File: src/hw/ccs_defines.svh
// Purpose: Register offsets, field positions, reset values and counts of the
//          CAN control and status block.
// Assumes: 16-bit registers at even byte addresses in a 256-byte window.
// Notes:   Shared by the package user and the design module.
//
// Notes on behaviour
// - 256-byte window of 16-bit registers, high byte odd, low byte even; the port ignores the low address bit and moves whole words.
// - Reset leaves bus-off and drives the transmit pin recessive.
// - Control resets to 0x0001; no bus driving until software clears init.
// - Reset clears only valid, new-data, send-request and pending bits of memory.
// - Configuration writes need both change-enable and init set.
// - Write protection covers bit timing, prescaler extension and TT mode.
// - Interrupt pin low while any pending and enabled; high when disabled.
// - Bus-off/warning changes irq with error enable; ok/code with status enable.
// - Status enable raises irq on every bus error and every valid message; the code ignores bus errors during bus-off and recovery.
// - Error-passive changes and software status writes raise no irq.
// - Reading status clears a pending status identifier 8000h.
// - Entering bus-off sets init and stops bus activity; init cannot shorten it.
// - After init clears, wait 129 idle runs of 11 recessive bits.
// - Each 11-recessive run during recovery writes code 5 to last error code.
// - Recovery end resets both error counters.
// - Warning set while either counter is at least 96.
// - Receive-ok set on any good reception; only software clears it.
// - Transmit-ok set on acknowledged good transmission; only software clears it.
// - Last error code values 0 to 6 as the protocol core reports them.
// - Last error code cleared to 0 on any error-free transfer.
// - Software may write 7; it stays until the next bus event.
// - Test register writes accepted only while test enable is set.
`ifndef CCS_DEFINES_SVH
`define CCS_DEFINES_SVH

// ============================================================
// Register offsets
`define CCS_OFF_CONTROL 8'h00
`define CCS_OFF_STATUS 8'h02
`define CCS_OFF_ERRCNT 8'h04
`define CCS_OFF_BITTIME 8'h06
`define CCS_OFF_INTID 8'h08
`define CCS_OFF_TEST 8'h0A
`define CCS_OFF_BRPEXT 8'h0C
`define CCS_OFF_TTMODE 8'h28

// ============================================================
// Reset values
`define CCS_RST_CONTROL 16'h0001
`define CCS_RST_BITTIME 16'h2301
`define CCS_RST_ZERO 16'h0000
`define CCS_STATUS_IRQ_ID 16'h8000

// ============================================================
// Control fields
`define CCS_CTL_INIT 0
`define CCS_CTL_IE 1
`define CCS_CTL_SIE 2
`define CCS_CTL_EIE 3
`define CCS_CTL_DAR 5
`define CCS_CTL_CCE 6
`define CCS_CTL_TEST 7
`define CCS_CTL_MASK 16'h00EF

// ============================================================
// Status fields, test fields and masks
`define CCS_ST_BUS_OFF_FLAG 7
`define CCS_ST_WARN 6
`define CCS_ST_PASS 5
`define CCS_ST_RECEIVE_SUCCESS_FLAG 4
`define CCS_ST_TRANSMIT_SUCCESS_FLAG 3
`define CCS_TEST_MASK 16'h007D
`define CCS_BRPEXT_MASK 16'h000F
`define CCS_BITTIME_MASK 16'h7FFF

// ============================================================
// Error codes and counts
`define CCS_LEC_NONE 3'h0
`define CCS_LEC_BIT0 3'h5
`define CCS_WARN_LIMIT 9'h060
`define CCS_PASS_LIMIT 9'h07F
`define CCS_BUS_OFF_FLAG_LIMIT 9'h0FF
`define CCS_IDLE_BITS 4'hB
`define CCS_IDLE_RUNS 8'h81

`endif

File: src/hw/ccs_pkg.sv
// Purpose: Types of the CAN control and status block.
// Assumes: Constants live in ccs_defines.svh.
// Notes:   Recovery state only.
package ccs_pkg;

	// ============================================================
	// Bus-off recovery state
	typedef enum logic [1:0] {
		CCS_ACTIVE = 2'b00,
		CCS_BUSOFF = 2'b01,
		CCS_RECOVER = 2'b10
	} ccs_state_type;

endpackage

File: src/hw/ccs_control_status.sv
// Purpose: CPU-side control, status, error counting and bus-off recovery of a
//          CAN protocol controller.
// Assumes: Protocol core signals are on clk; the receive pin is asynchronous.
// Notes:   Register port answers a read in the cycle after the strobe.
`timescale 1ns/100ps
`include "ccs_defines.svh"

module ccs_control_status
	import ccs_pkg::*;
(
	input wire logic clk,
	input wire logic rstn,
	input wire logic [7:0] reg_addr,
	input wire logic [15:0] reg_wdata,
	input wire logic reg_wr,
	input wire logic reg_rd,
	output logic [15:0] reg_rdata,
	input wire logic can_rx_pin,
	output logic can_tx_pin,
	input wire logic core_tx,
	input wire logic core_sample_point,
	input wire logic core_rx_ok,
	input wire logic core_tx_ok,
	input wire logic core_err,
	input wire logic core_err_in_tx,
	input wire logic [2:0] core_err_code,
	input wire logic [15:0] msg_irq_id,
	output logic core_rx,
	output logic irq_n,
	output logic init_hold,
	output logic auto_retransmit_disable,
	output logic [15:0] bit_timing_q,
	output logic [3:0] brp_ext_q,
	output logic [15:0] tt_mode_q,
	output logic [6:0] test_q,
	output logic msg_flags_clear
);

	// ============================================================
	// Declarations
	logic [15:0] ctl_r;
	logic [15:0] bittime_r;
	logic [3:0] brpext_r;
	logic [15:0] ttmode_r;
	logic [6:0] test_r;
	logic [15:0] rdata_r;
	logic rx_meta_r;
	logic rx_sync_r;
	logic tx_r;
	logic core_rx_r;
	logic irq_n_r;
	logic clear_r;
	logic [8:0] tec_r;
	logic [7:0] rec_r;
	logic bus_off_flag_r;
	logic warn_r;
	logic receive_success_flag_r;
	logic transmit_success_flag_r;
	logic [2:0] lec_r;
	logic stirq_r;
	logic [3:0] bitcnt_r;
	logic [7:0] runcnt_r;
	ccs_state_type state_r;
	logic wr_ctl;
	logic wr_status;
	logic cfg_open;
	logic warn_nxt;
	logic passive;
	logic bus_off_flag_enter;
	logic idle_run;
	logic recover_done;
	logic err_evt;
	logic sie_evt;
	logic eie_evt;
	logic [15:0] intid;
	logic [15:0] rd_mux;
	logic [7:0] word_addr;
	logic [15:0] test_wdata;

	// ============================================================
	// Register decode
	// The low address bit picks a byte lane that this port does not carry, so
	// each access addresses the whole 16-bit word at the even address.
	assign word_addr = {reg_addr[7:1], 1'b0};
	assign wr_ctl = reg_wr && word_addr == `CCS_OFF_CONTROL;
	assign wr_status = reg_wr && word_addr == `CCS_OFF_STATUS;
	assign test_wdata = reg_wdata & `CCS_TEST_MASK;
	assign cfg_open = ctl_r[`CCS_CTL_CCE] && ctl_r[`CCS_CTL_INIT];

	// ============================================================
	// Error counters
	assign err_evt = core_err && state_r == CCS_ACTIVE;
	assign warn_nxt = tec_r >= `CCS_WARN_LIMIT || {1'b0, rec_r} >= `CCS_WARN_LIMIT;
	assign passive = tec_r > `CCS_PASS_LIMIT || {1'b0, rec_r} > `CCS_PASS_LIMIT;
	assign bus_off_flag_enter = state_r == CCS_ACTIVE && tec_r > `CCS_BUS_OFF_FLAG_LIMIT;

	always_ff @(posedge clk)
	begin
		if (!rstn)
		begin
			tec_r <= 9'h000;
			rec_r <= 8'h00;
		end
		else if (recover_done)
		begin
			tec_r <= 9'h000;
			rec_r <= 8'h00;
		end
		else if (state_r == CCS_ACTIVE)
		begin
			if (err_evt && core_err_in_tx)
				tec_r <= tec_r + 9'h008;
			else if (core_tx_ok && tec_r != 9'h000)
				tec_r <= tec_r - 9'h001;
			if (err_evt && !core_err_in_tx && rec_r != 8'hFF)
				rec_r <= rec_r + 8'h01;
			else if (core_rx_ok && rec_r != 8'h00)
				rec_r <= rec_r - 8'h01;
		end
	end

	// ============================================================
	// Bus-off recovery: idle runs are counted at the core's sample points
	assign idle_run = state_r == CCS_RECOVER && core_sample_point && rx_sync_r
		&& bitcnt_r == `CCS_IDLE_BITS - 4'h1;
	assign recover_done = idle_run && runcnt_r == `CCS_IDLE_RUNS - 8'h01;

	always_ff @(posedge clk)
	begin
		if (!rstn)
			state_r <= CCS_ACTIVE;
		else
		begin
			case (state_r)
				CCS_ACTIVE:
					if (bus_off_flag_enter)
						state_r <= CCS_BUSOFF;
				CCS_BUSOFF:
					if (!ctl_r[`CCS_CTL_INIT])
						state_r <= CCS_RECOVER;
				CCS_RECOVER:
					if (recover_done)
						state_r <= CCS_ACTIVE;
				default:
					state_r <= CCS_ACTIVE;
			endcase
		end
	end

	// A dominant sample restarts the run; setting init again does not.
	always_ff @(posedge clk)
	begin
		if (!rstn || state_r != CCS_RECOVER)
		begin
			bitcnt_r <= 4'h0;
			runcnt_r <= 8'h00;
		end
		else if (core_sample_point)
		begin
			if (!rx_sync_r || idle_run)
				bitcnt_r <= 4'h0;
			else
				bitcnt_r <= bitcnt_r + 4'h1;
			if (idle_run)
				runcnt_r <= runcnt_r + 8'h01;
		end
	end

	// ============================================================
	// Control and configuration registers
	always_ff @(posedge clk)
	begin
		if (!rstn)
			ctl_r <= `CCS_RST_CONTROL;
		else if (bus_off_flag_enter)
			ctl_r <= ctl_r | 16'h0001;
		else if (wr_ctl)
			ctl_r <= reg_wdata & `CCS_CTL_MASK;
	end

	always_ff @(posedge clk)
	begin
		if (!rstn)
		begin
			bittime_r <= `CCS_RST_BITTIME;
			brpext_r <= 4'h0;
			ttmode_r <= `CCS_RST_ZERO;
		end
		else if (reg_wr && cfg_open)
		begin
			if (word_addr == `CCS_OFF_BITTIME)
				bittime_r <= reg_wdata & `CCS_BITTIME_MASK;
			if (word_addr == `CCS_OFF_BRPEXT)
				brpext_r <= reg_wdata[3:0];
			if (word_addr == `CCS_OFF_TTMODE)
				ttmode_r <= reg_wdata;
		end
	end

	always_ff @(posedge clk)
	begin
		if (!rstn)
			test_r <= 7'h00;
		else if (reg_wr && word_addr == `CCS_OFF_TEST && ctl_r[`CCS_CTL_TEST])
			test_r <= test_wdata[6:0];
	end

	// ============================================================
	// Status register
	always_ff @(posedge clk)
	begin
		if (!rstn)
		begin
			bus_off_flag_r <= 1'b0;
			warn_r <= 1'b0;
		end
		else
		begin
			bus_off_flag_r <= state_r != CCS_ACTIVE || bus_off_flag_enter;
			warn_r <= warn_nxt;
		end
	end

	// Bus events win over a software write in the same cycle.
	always_ff @(posedge clk)
	begin
		if (!rstn)
		begin
			receive_success_flag_r <= 1'b0;
			transmit_success_flag_r <= 1'b0;
			lec_r <= `CCS_LEC_NONE;
		end
		else
		begin
			if (core_rx_ok)
				receive_success_flag_r <= 1'b1;
			else if (wr_status)
				receive_success_flag_r <= reg_wdata[`CCS_ST_RECEIVE_SUCCESS_FLAG];
			if (core_tx_ok)
				transmit_success_flag_r <= 1'b1;
			else if (wr_status)
				transmit_success_flag_r <= reg_wdata[`CCS_ST_TRANSMIT_SUCCESS_FLAG];
			if (idle_run)
				lec_r <= `CCS_LEC_BIT0;
			else if (err_evt)
				lec_r <= core_err_code;
			else if (core_rx_ok || core_tx_ok)
				lec_r <= `CCS_LEC_NONE;
			else if (wr_status)
				lec_r <= reg_wdata[2:0];
		end
	end

	// ============================================================
	// Status interrupt identifier
	// Only hardware events feed these terms, so passive changes and software
	// writes to the status word never raise the identifier.
	assign sie_evt = ctl_r[`CCS_CTL_SIE] && (core_rx_ok || core_tx_ok || err_evt || idle_run);
	assign eie_evt = ctl_r[`CCS_CTL_EIE] && (warn_r != warn_nxt
		|| bus_off_flag_r != (state_r != CCS_ACTIVE || bus_off_flag_enter));

	always_ff @(posedge clk)
	begin
		if (!rstn)
			stirq_r <= 1'b0;
		else if (sie_evt || eie_evt)
			stirq_r <= 1'b1;
		else if (reg_rd && word_addr == `CCS_OFF_STATUS)
			stirq_r <= 1'b0;
	end

	assign intid = stirq_r ? `CCS_STATUS_IRQ_ID : msg_irq_id;

	// ============================================================
	// Read path
	always_comb
	begin
		rd_mux = 16'h0000;
		case (word_addr)
			`CCS_OFF_CONTROL: rd_mux = ctl_r;
			`CCS_OFF_STATUS: rd_mux = {8'h00, bus_off_flag_r, warn_r, passive, receive_success_flag_r, transmit_success_flag_r, lec_r};
			`CCS_OFF_ERRCNT: rd_mux = {rec_r[7], rec_r[6:0], tec_r[7:0]};
			`CCS_OFF_BITTIME: rd_mux = bittime_r;
			`CCS_OFF_INTID: rd_mux = intid;
			`CCS_OFF_TEST: rd_mux = {8'h00, rx_sync_r, test_r};
			`CCS_OFF_BRPEXT: rd_mux = {12'h000, brpext_r};
			`CCS_OFF_TTMODE: rd_mux = ttmode_r;
			default: rd_mux = 16'h0000;
		endcase
	end

	always_ff @(posedge clk)
	begin
		if (!rstn)
			rdata_r <= 16'h0000;
		else if (reg_rd)
			rdata_r <= rd_mux;
		else
			rdata_r <= 16'h0000;
	end

	// ============================================================
	// Pins and outputs
	always_ff @(posedge clk)
	begin
		if (!rstn)
		begin
			rx_meta_r <= 1'b1;
			rx_sync_r <= 1'b1;
		end
		else
		begin
			rx_meta_r <= can_rx_pin;
			rx_sync_r <= rx_meta_r;
		end
	end

	// Test pin modes apply only while test enable is set, so a stale test
	// setting cannot disturb normal traffic.
	always_ff @(posedge clk)
	begin
		if (!rstn)
			tx_r <= 1'b1;
		else if (ctl_r[`CCS_CTL_INIT] || state_r != CCS_ACTIVE || bus_off_flag_enter)
			tx_r <= 1'b1;
		else if (ctl_r[`CCS_CTL_TEST] && test_r[6:5] != 2'b00)
			tx_r <= test_r[6] ? test_r[5] : core_sample_point;
		else if (ctl_r[`CCS_CTL_TEST] && test_r[3])
			tx_r <= 1'b1;
		else
			tx_r <= core_tx;
	end

	always_ff @(posedge clk)
	begin
		if (!rstn)
		begin
			core_rx_r <= 1'b1;
			irq_n_r <= 1'b1;
			clear_r <= 1'b1;
		end
		else
		begin
			core_rx_r <= (ctl_r[`CCS_CTL_TEST] && test_r[4]) ? core_tx : rx_sync_r;
			irq_n_r <= !(ctl_r[`CCS_CTL_IE] && intid != 16'h0000);
			clear_r <= 1'b0;
		end
	end

	assign reg_rdata = rdata_r;
	assign can_tx_pin = tx_r;
	assign core_rx = core_rx_r;
	assign irq_n = irq_n_r;
	assign init_hold = ctl_r[`CCS_CTL_INIT];
	assign auto_retransmit_disable = ctl_r[`CCS_CTL_DAR];
	assign bit_timing_q = bittime_r;
	assign brp_ext_q = brpext_r;
	assign tt_mode_q = ttmode_r;
	assign test_q = test_r;
	assign msg_flags_clear = clear_r;
endmodule

File: config.mk
export PLATFORM = sky130hd
export DESIGN_NAME = ccs_control_status
export DESIGN_NICKNAME = d
export VERILOG_FILES = /design/src/hw/ccs_pkg.sv /design/src/hw/ccs_control_status.sv
export VERILOG_INCLUDE_DIRS = /design/src /design/src/hw
export SDC_FILE = /design/constraint.sdc
export NUM_CORES = 1
export LEC_CHECK = 0
export BUFFER_PORTS_ARGS = -buffer_cell sky130_fd_sc_hd__clkbuf_2
export CORE_ASPECT_RATIO = 0.9
export CORE_MARGIN = 5
export CORE_UTILIZATION = 45
export DETAILED_ROUTE_END_ITERATION = 10
export GPL_TIMING_DRIVEN = 0
export PLACE_DENSITY_LB_ADDON = 0.15
export SYNTH_ARGS = -nofsm -noshare
export SYNTH_HDL_FRONTEND = slang
export SYNTH_SLANG_ARGS = --single-unit
File: constraint.sdc
create_clock -name clk -period 4 [get_ports clk]
set_clock_uncertainty 0.2 [all_clocks]
set_input_delay 0.6 -clock clk [delete_from_list [all_inputs] [get_ports clk]]
set_output_delay 0.6 -clock clk [all_outputs]
set_load 0.01 [all_outputs]
# Yosys cells after proc, flatten, opt, wreduce, memory -nomap -nowiden

Cells that the tools add are included.

Latch bits: 0
Bits of input ports: 54
ROM bits: 0
Register bits: 109
Logic and storage cells: 149
Memories kept: 0
RAM bits: 0

Reduce and logical (&&, ||, !) cells: 67
Shift-type cells: 0
Mux-type cells: 26
Magnitude comparators: 5
Divide/modulo/power cells: 0
Equality and inequality tests: 18
$add $sub $neg: 6
Multiply operators: 0
Bitwise logic cells: 2

Operators by type and width:

| cell                  | count |
|---|---|
| $pmux W16 S8          | 1 |
| $logic_and A1 B1 Y1   | 24 |
| $eq A7 B3 Y1 const B  | 3 |
| $mux W9               | 2 |
| $add A8 B1 Y8 const B | 2 |
| $mux W16              | 1 |
| $mux W8               | 2 |
| $reduce_and A2 Y1     | 8 |
| $reduce_bool A16 Y1   | 1 |
| $eq A7 B2 Y1 const B  | 2 |
| $reduce_bool A2 Y1    | 7 |
| $logic_or A1 B1 Y1    | 12 |
| $mux W3               | 4 |
| $mux W1               | 11 |
| $add A9 B4 Y9 const B | 1 |
| $ge A9 B7 Y1 const B  | 1 |
| $gt A9 B7 Y1 const B  | 1 |
| $gt A9 B8 Y1 const B  | 1 |
| $reduce_bool A9 Y1    | 1 |
| $sub A9 B1 Y9 const B | 1 |
| $eq A8 B8 Y1 const B  | 1 |
| $ge A8 B7 Y1 const B  | 1 |
| $gt A8 B7 Y1 const B  | 1 |
| $logic_not A8 Y1      | 1 |
| other kinds (21)      | 34 |

# Logic depth before layout (Yosys ltp)

Gate-level depths: netlist of run 1.

Depth after elaboration: 8
Mapped depth: 10
Gate-level depth less buffers: 9

# Least setup slack after synthesis of run 1

No wires, ideal clock.

Kind: input -> register
Start: input port core_err
End: register rec_r[7]
Arrival: 2829 ps
Library setup time: 58 ps
Required time: 3742 ps
Cell stages on the path: 9
Path slack: 913 ps
Buffers on the path: 0
Path through: nor3b_2 o311ai_4 ha_1 a21o_1 a21oi_1 a21oi_1 or4_1 a211o_1 nand2_1

Word-level cells in the longest chain between the ends: 5
Elaborated cells on any way between the ends: 6
Those cells by class: 1 x mux; 5 x reduce/logical

RTL lines:

| what                                  | line                      | RTL |
|---|---|---|
| from (decl)                           | ccs_control_status.sv:24  | `input wire logic core_err,` |
| $logic_and A1 B1 Y1 (*)               | ccs_control_status.sv:92  | `assign err_evt = core_err && state_r == CCS_ACTIVE;` |
| $logic_and A1 B1 Y1 (*) (2 in series) | ccs_control_status.sv:115 | `if (err_evt && !core_err_in_tx && rec_r != 8'hFF)` |
| $reduce_bool A2 Y1 (no line)          | n/a                       |  |
| $reduce_and A2 Y1 (no line)           | n/a                       |  |
| to (signal assigned)                  | ccs_control_status.sv:116 | `rec_r <= rec_r + 8'h01;` |
| to (signal assigned)                  | ccs_control_status.sv:118 | `rec_r <= rec_r - 8'h01;` |
| to (decl)                             | ccs_control_status.sv:54  | `logic [7:0] rec_r;` |

Every way passes the cells marked *; elsewhere a longest branch is shown, timed or not.
A chain may end at the register's enable or synchronous reset.

# Worst setup path after layout of run 1

Start: register state_r[0]
End: register rec_r[7]

Word-level cells in the longest chain between the ends: 6
Elaborated cells on any way between the ends: 13
Those cells by class: 1 x eq/ne; 1 x mux; 11 x reduce/logical

RTL lines:

| what                                                                | line                                                                           | RTL |
|---|---|---|
| from (decl)                                                         | ccs_control_status.sv:63                                                       | `ccs_state_type state_r;` |
| from (signal assigned)                                              | ccs_control_status.sv:131                                                      | `state_r <= CCS_ACTIVE;` |
| from (signal assigned)                                              | ccs_control_status.sv:137                                                      | `state_r <= CCS_BUSOFF;` |
| from (signal assigned)                                              | ccs_control_status.sv:140                                                      | `state_r <= CCS_RECOVER;` |
| $logic_not A2 Y1 or $eq A2 B2 Y1 (tied branches)                    | ccs_control_status.sv:92, ccs_control_status.sv:109, ccs_control_status.sv:124 |  |
| $logic_and A1 B1 Y1 (on tied branches)                              | ccs_control_status.sv:92, ccs_control_status.sv:124                            |  |
| $logic_and A1 B1 Y1 (on tied branches) (2 in series)                | ccs_control_status.sv:115, ccs_control_status.sv:124                           |  |
| $reduce_bool A2 Y1 (no line) or $logic_and A1 B1 Y1 (tied branches) | n/a                                                                            |  |
| $reduce_and A2 Y1 (no line) or $reduce_or A2 Y1 (tied branches)     | n/a                                                                            |  |

Several ways; a longest one is shown, not always the timed one.

==> results.toml, run 1 <==
[clocking]
cts_resized = 0
clk_pin_slew_ns = 0.07
cts_sinks = 109
cts_buffer_depth = 2
cts_made_buffers = 9
htreeDepth = 3
cts_tree = "yes"
clock_latency_ns = 0.35
cts_setup_buffers = 0
cts_hold_buf = 0
cts-root-buf = "clkbuf_16"

[synth]
ys_ff_latch = 109
yosysSeqAreaShare = 0.412
synth.most_common_cell = "dfxtp_1"
yosysTopAreaCellShare = 0.412
synthTopCellsByCount = "dfxtp_1, nand2_1, nor2_1, a21oi_1, nand3_1"
ys_top_cells_by_area = "dfxtp_1, nand2_1, nor2_1"
synthXorXnorAreaFrac = 0.0380
synth_fa_ha_area_frac = 0.0392
synth_top_family_by_area = "simple AND/OR/NAND/NOR gates"
synth_edf_count = 0
syn_avg_cell_area_um2 = 8.41
netlist_instances = 630
async_flop_share = 0
synth_area_um2 = 5300
yosys.area.top_type = "dfxtp_1"
synthDistinctLibCells = 65
yosys_warnings = 0
synth_simple_gate_area_frac = 0.239
synth_compound_area_frac = 0.162
synth_ff_type = "dfxtp_1"
synthMuxAreaShare = 0.0626

[placement]
place.detailed.hpwl_mm = 12.8
place_ws_ns = 0.427
portBuffers = 112
gp_congestion = 0.959

[timing]
slew_headroom = 0.520
worstMarginPinSlew_ns = 0.715
final-setup-viol-count = 0
min_period_ns = 3.31
max_freq_mhz = 302
final_max_slew_viol_count = 0
setup_ws_ns = 0.690
fin_crit_sh = 0.828
rsz0062_at_grt = "false"
finalSetupTns_ns = 0
hold_viol_final = 0

[detailed_routing]
drtAntennaViolNets = 0
detail_route.iter0.violations = 522
wl_met2_mm = 7.40
route.top_layer_used = "met4"
wl_met3_mm = 1.42
wl_mm = 16.8
drc = 0
dr.pass1.iters = 5
wl_per_cell_um = 18.3
wl_met1_mm = 7.55
num_vias = 5181
via_per_inst = 5.66

[global_routing]
antenna_found_initial = 0
overflow = 0
grt_pass1_vias = 4912
grt_pass1_wl_mm = 26.3
grt_max_degree = 18
grtUsageTotal = 0.236

[worst_setup_path]
reg2reg_setup_slack_ns = 0.69
crit_fanout = 10
crit_chain = "buf_6 -> nor3b_2 -> o311ai_4 -> ha_1 -> a21o_1 -> a21oi_1 -> a21oi_1 -> or4_1 -> a211o_1 -> nand2_1"
path_common_cell = "a21oi_1"
worstSetupEndpointType = "flip-flop"
crit_slowest_cell = "or4_1"
slowest_delay_ns = 0.53
crit_type = "reg2reg"
start_kind = "flip-flop"
worst_ep_arrival_time_ns = 3.41
cp.required_ns = 4.09

[pwr]
clockPowerShare = 0.313
powerDensity_nw_per_um2 = 515
ir_drop_mv = 0.245
internal_power_mw = 2.24
leakagePower_nw = 2.76
power_frac_comb = 0.283
power.share.switching = 0.321
total_power_mw = 3.30
p_sw_mw = 1.06
seqPwrFrac = 0.404

[outcome]
status = "finished clean"

[die]
core-area_um2 = 11500
die_height_um = 113
design.die.area_um2 = 14000
start_util = 0.462
die_w_um = 124
ios = 119
row_count = 37

[cells_and_area]
area_growth_pct = 20.9
fillers = 1119
postLayoutCoreUtil = 0.558
n_antenna_cell = 0
drive_gt1_frac = 0.207
fin_nets = 824

[worst_hold_path]
worstHoldPathType = "reg2reg"

[flow_run]
drv_cap = 0
==> registers in the layout, indices dropped and copies added (netlist names) <==
name                     count
test_q                       6
can_tx_pin                   1
rx_meta_r                    1
runcnt_r                     8
ctl_r                        7
stirq_r                      1
core_rx                      1
receive_success_flag_r       1
tec_r                        9
bitcnt_r                     4
rx_sync_r                    1
tt_mode_q                   16
transmit_success_flag_r      1
msg_flags_clear              1
bus_off_flag_r               1
bit_timing_q                15
irq_n                        1
brp_ext_q                    4
rec_r                        8
reg_rdata                   16
state_r                      2
lec_r                        3
warn_r                       1
==> worst paths after layout <==
check                  start        end  depth (start not counted)
setup / recovery  state_r[0]   rec_r[7]                         10
hold reg to reg    rx_meta_r  rx_sync_r                          1
setup reg to reg  state_r[0]   rec_r[7]                         10
hold / removal     rx_meta_r  rx_sync_r                          1
==> layout make-up <==
cell class	instances	area (um2)	share of cell area
multi-input combinational	467	2880	0.449
sequential	109	2180	0.340
timing repair buffer	112	561	0.0875
clock buffer	11	243	0.0379
tap	156	195	0.0305
buffer	36	171	0.0267
clock inverter	5	108	0.0168
inverter	19	71.3	0.0111
==> power groups by stage <==
stage | combinational (mW) | clock, mW | sequential, mW
after floorplan | 0.746 | 0 | 1.29
after global placement | 0.902 | 0 | 1.35
after detailed placement | 0.930 | 0 | 1.35
after CTS | 0.936 | 1.05 | 1.33
after global routing | 1.06 | 1.10 | 1.35
final | 0.933 | 1.03 | 1.33
==> stage by stage <==
stage / instance area, um2 / hold WS (ns) / cells
floorplan: 5300 / 0.178 / 631
global placement: 6060 / 0.190 / 899
detailed placement: 6060 / 0.210 / 899
CTS: 6410 / 0.226 / 915
global route: 6410 / 0.238 / 915
finish: 6410 / 0.219 / 915
==> cell families (layout without fill, tap and decap cells) <==
family,count (synthesis),after routing
simple gates,273,273
compound gates,125,125
flops,109,109
buf+inv,55,183
mux,28,28
xor+xnor,23,23
fa+ha+maj,16,16
other cells,1,2
==> metal layers <==
metal  up-vias  track usage
li1       2470            -
met1      2427        0.317
met2       249        0.367
met3        35       0.0722
met4         0       0.0716
met5         -            0
==> critical path, delay by kind of cell, from the launching register on <==
family | cells | cell delay, ns
AND/OR/NAND/NOR | 3 | 1.09
flip-flops | 1 | 0.31
buffers and inverters | 1 | 0.13
AO/OA/AOI/OAI | 5 | 1.13
adder cells (fa/ha/maj) | 1 | 0.42
==> cell usage in the layout, fill, tap and decap left out, types with 6 or more instances in the layout <==
| cell | count |
|---|---|
| nand3_1 | 29 |
| nor2_1 | 80 |
| mux2i_1 | 23 |
| a22o_1 | 6 |
| a21oi_1 | 44 |
| nor3_1 | 7 |
| a221oi_1 | 8 |
| xnor2_1 | 15 |
| clkbuf_16 | 9 |
| xor2_1 | 8 |
| inv_1 | 18 |
| dfxtp_1 | 109 |
| nand4_1 | 9 |
| buf_2 | 7 |
| nand2_1 | 97 |
| and3_1 | 11 |
| clkbuf_1 | 21 |
| ha_1 | 15 |
| clkbuf_2 | 113 |
| o21ai_0 | 15 |
| a22oi_1 | 17 |
No activity file was read; power rests on OpenSTA's default activity.
==> run 2: changes to the inputs <==
- clock period: 4 -> 2.9 ns (I/O delays scaled with it)
==> run 2 against run 1 <==
Largest power group unchanged. Via count fell by 1.3%. Register-to-register slack got worse by 0.59 ns. Clock power rose by 20%. Largest cell class unchanged. Critical path type unchanged. Core utilization rose by 0.81 points. Die area did not move. Highest routed layer unchanged.
==> results.toml, run 2 (same netlist as run 1, synthesis figures left out) <==
[outcome]
status = "finished clean"

[die]
die_w_um = 124
design.die.area_um2 = 14000
core-area_um2 = 11500
row_count = 37
ios = 119
start_util = 0.462
die_height_um = 113

[global_routing]
antenna_found_initial = 0
grt_pass1_vias = 4786
overflow = 0
grt_max_degree = 19
grt_pass1_wl_mm = 25.5
grtUsageTotal = 0.227

[detailed_routing]
wl_mm = 16.4
drtAntennaViolNets = 0
via_per_inst = 5.54
num_vias = 5114
drc = 0
dr.pass1.iters = 5
wl_per_cell_um = 17.8
detail_route.iter0.violations = 488

[clocking]
cts_buffer_depth = 2
clock_latency_ns = 0.36
cts-root-buf = "clkbuf_16"
htreeDepth = 3
cts_sinks = 109
clk_pin_slew_ns = 0.07
cts_made_buffers = 9
cts_tree = "yes"

[pwr]
leakagePower_nw = 2.79
powerDensity_nw_per_um2 = 700
total_power_mw = 4.55
ir_drop_mv = 0.406

[timing]
setup_ws_ns = 0.0978
finalSetupTns_ns = 0
hold_viol_final = 0
slew_headroom = 0.569
max_freq_mhz = 357
min_period_ns = 2.80
whs_ns = 0.0680
final_max_slew_viol_count = 0
rsz0062_at_grt = "false"
fin_crit_sh = 0.966
worstMarginPinSlew_ns = 0.646
final-setup-viol-count = 0

[flow_run]
drv_cap = 0

[cells_and_area]
mostFrequentLayoutCells = "clkbuf_2, dfxtp_1, nand2_1"
final-seq-area_um2 = 2210
postLayoutCoreUtil = 0.566
fin_nets = 833
fillers = 1093
multi_input_area_um2 = 2930
area_growth_pct = 22.7
n_antenna_cell = 0
fin_cells = 923
fin_area_um2 = 6500
layout_commonest_cell = "clkbuf_2"
drive_gt1_frac = 0.237

[worst_setup_path]
cp.required_ns = 2.99
start_kind = "flip-flop"
worstSetupEndpointType = "flip-flop"
r2r-start = "state_r[0]"
crit_fanout = 8
crit_type = "reg2reg"
reg2reg_setup_slack_ns = 0.1
worst_ep_arrival_time_ns = 2.89
crit_start = "state_r[0]"

[placement]
placed_cells = 899
gp_congestion = 0.959
place.detailed.hpwl_mm = 12.6
portBuffers = 112
place_area_um2 = 6070
place_ws_ns = -0.431

[worst_hold_path]
worstHoldStart = "can_rx_pin"
worstHoldPathType = "in2reg"
-- run 2: cell types whose count changed in the layout (fill, tap and decap cells not counted), moves of 2 or more --
cell       previous run  this run
bufinv_16             3         1
a21oi_2               0         4
ha_4                  0         2
clkinv_4              2         0
dfxtp_4               0         6
inv_6                 0         3
buf_4                 3        11
dfxtp_2               0         2
dfxtp_1             109       101
a21oi_1              44        40
ha_1                 15        13
-- run 2: worst paths after layout --
| path | endpoint | cells past startpoint |
|---|---|---|
| worst min-delay path | rx_meta_r | 2 |
| worst min register to register | rx_sync_r | 1 |
| worst max-delay path | rec_r[7] | 11 |
| worst max register to register | rec_r[7] | 11 |
-- run 2: cell type report --
type	instances	area share
multi-input cells	467	0.451
flip-flops and latches	109	0.339
repair buffers	121	0.0972
clock buffers	9	0.0346
well taps	156	0.0300
plain buffers	36	0.0264
inverters	19	0.0110
clock inverters	6	0.0106
-- run 2: critical path: stages (launching register included) --
cell      delay (ns)
dfxtp_1         0.31
buf_6           0.13
nor3b_4         0.27
o311ai_4        0.19
buf_6           0.16
ha_1            0.20
a21o_1          0.18
a21oi_2         0.16
a21oi_2         0.08
or4_4           0.52
a211o_1         0.27
nand2_1         0.07
-- run 2: metal layers --
metal | routed length, um | global-route usage | up-vias
li1 | - | - | 2493
met1 | 7410 | 0.308 | 2389
met2 | 7440 | 0.365 | 206
met3 | 1290 | 0.0533 | 26
met4 | 284 | 0.0628 | 0
met5 | 0 | 0 | -
-- run 2: repair_timing --
action                     CTS  global route
setup endpoints to repair    2             2
gates resized for setup     10            13
buffers inserted             3             6
hold buffers                 0             0
pin swaps                    2             7
-- run 2: power breakdown --
| group | switching (mW) | internal (mW) |
|---|---|---|
| Sequential | 0.213 | 1.65 |
| Clock | 0.567 | 0.673 |
| Combinational | 0.759 | 0.686 |
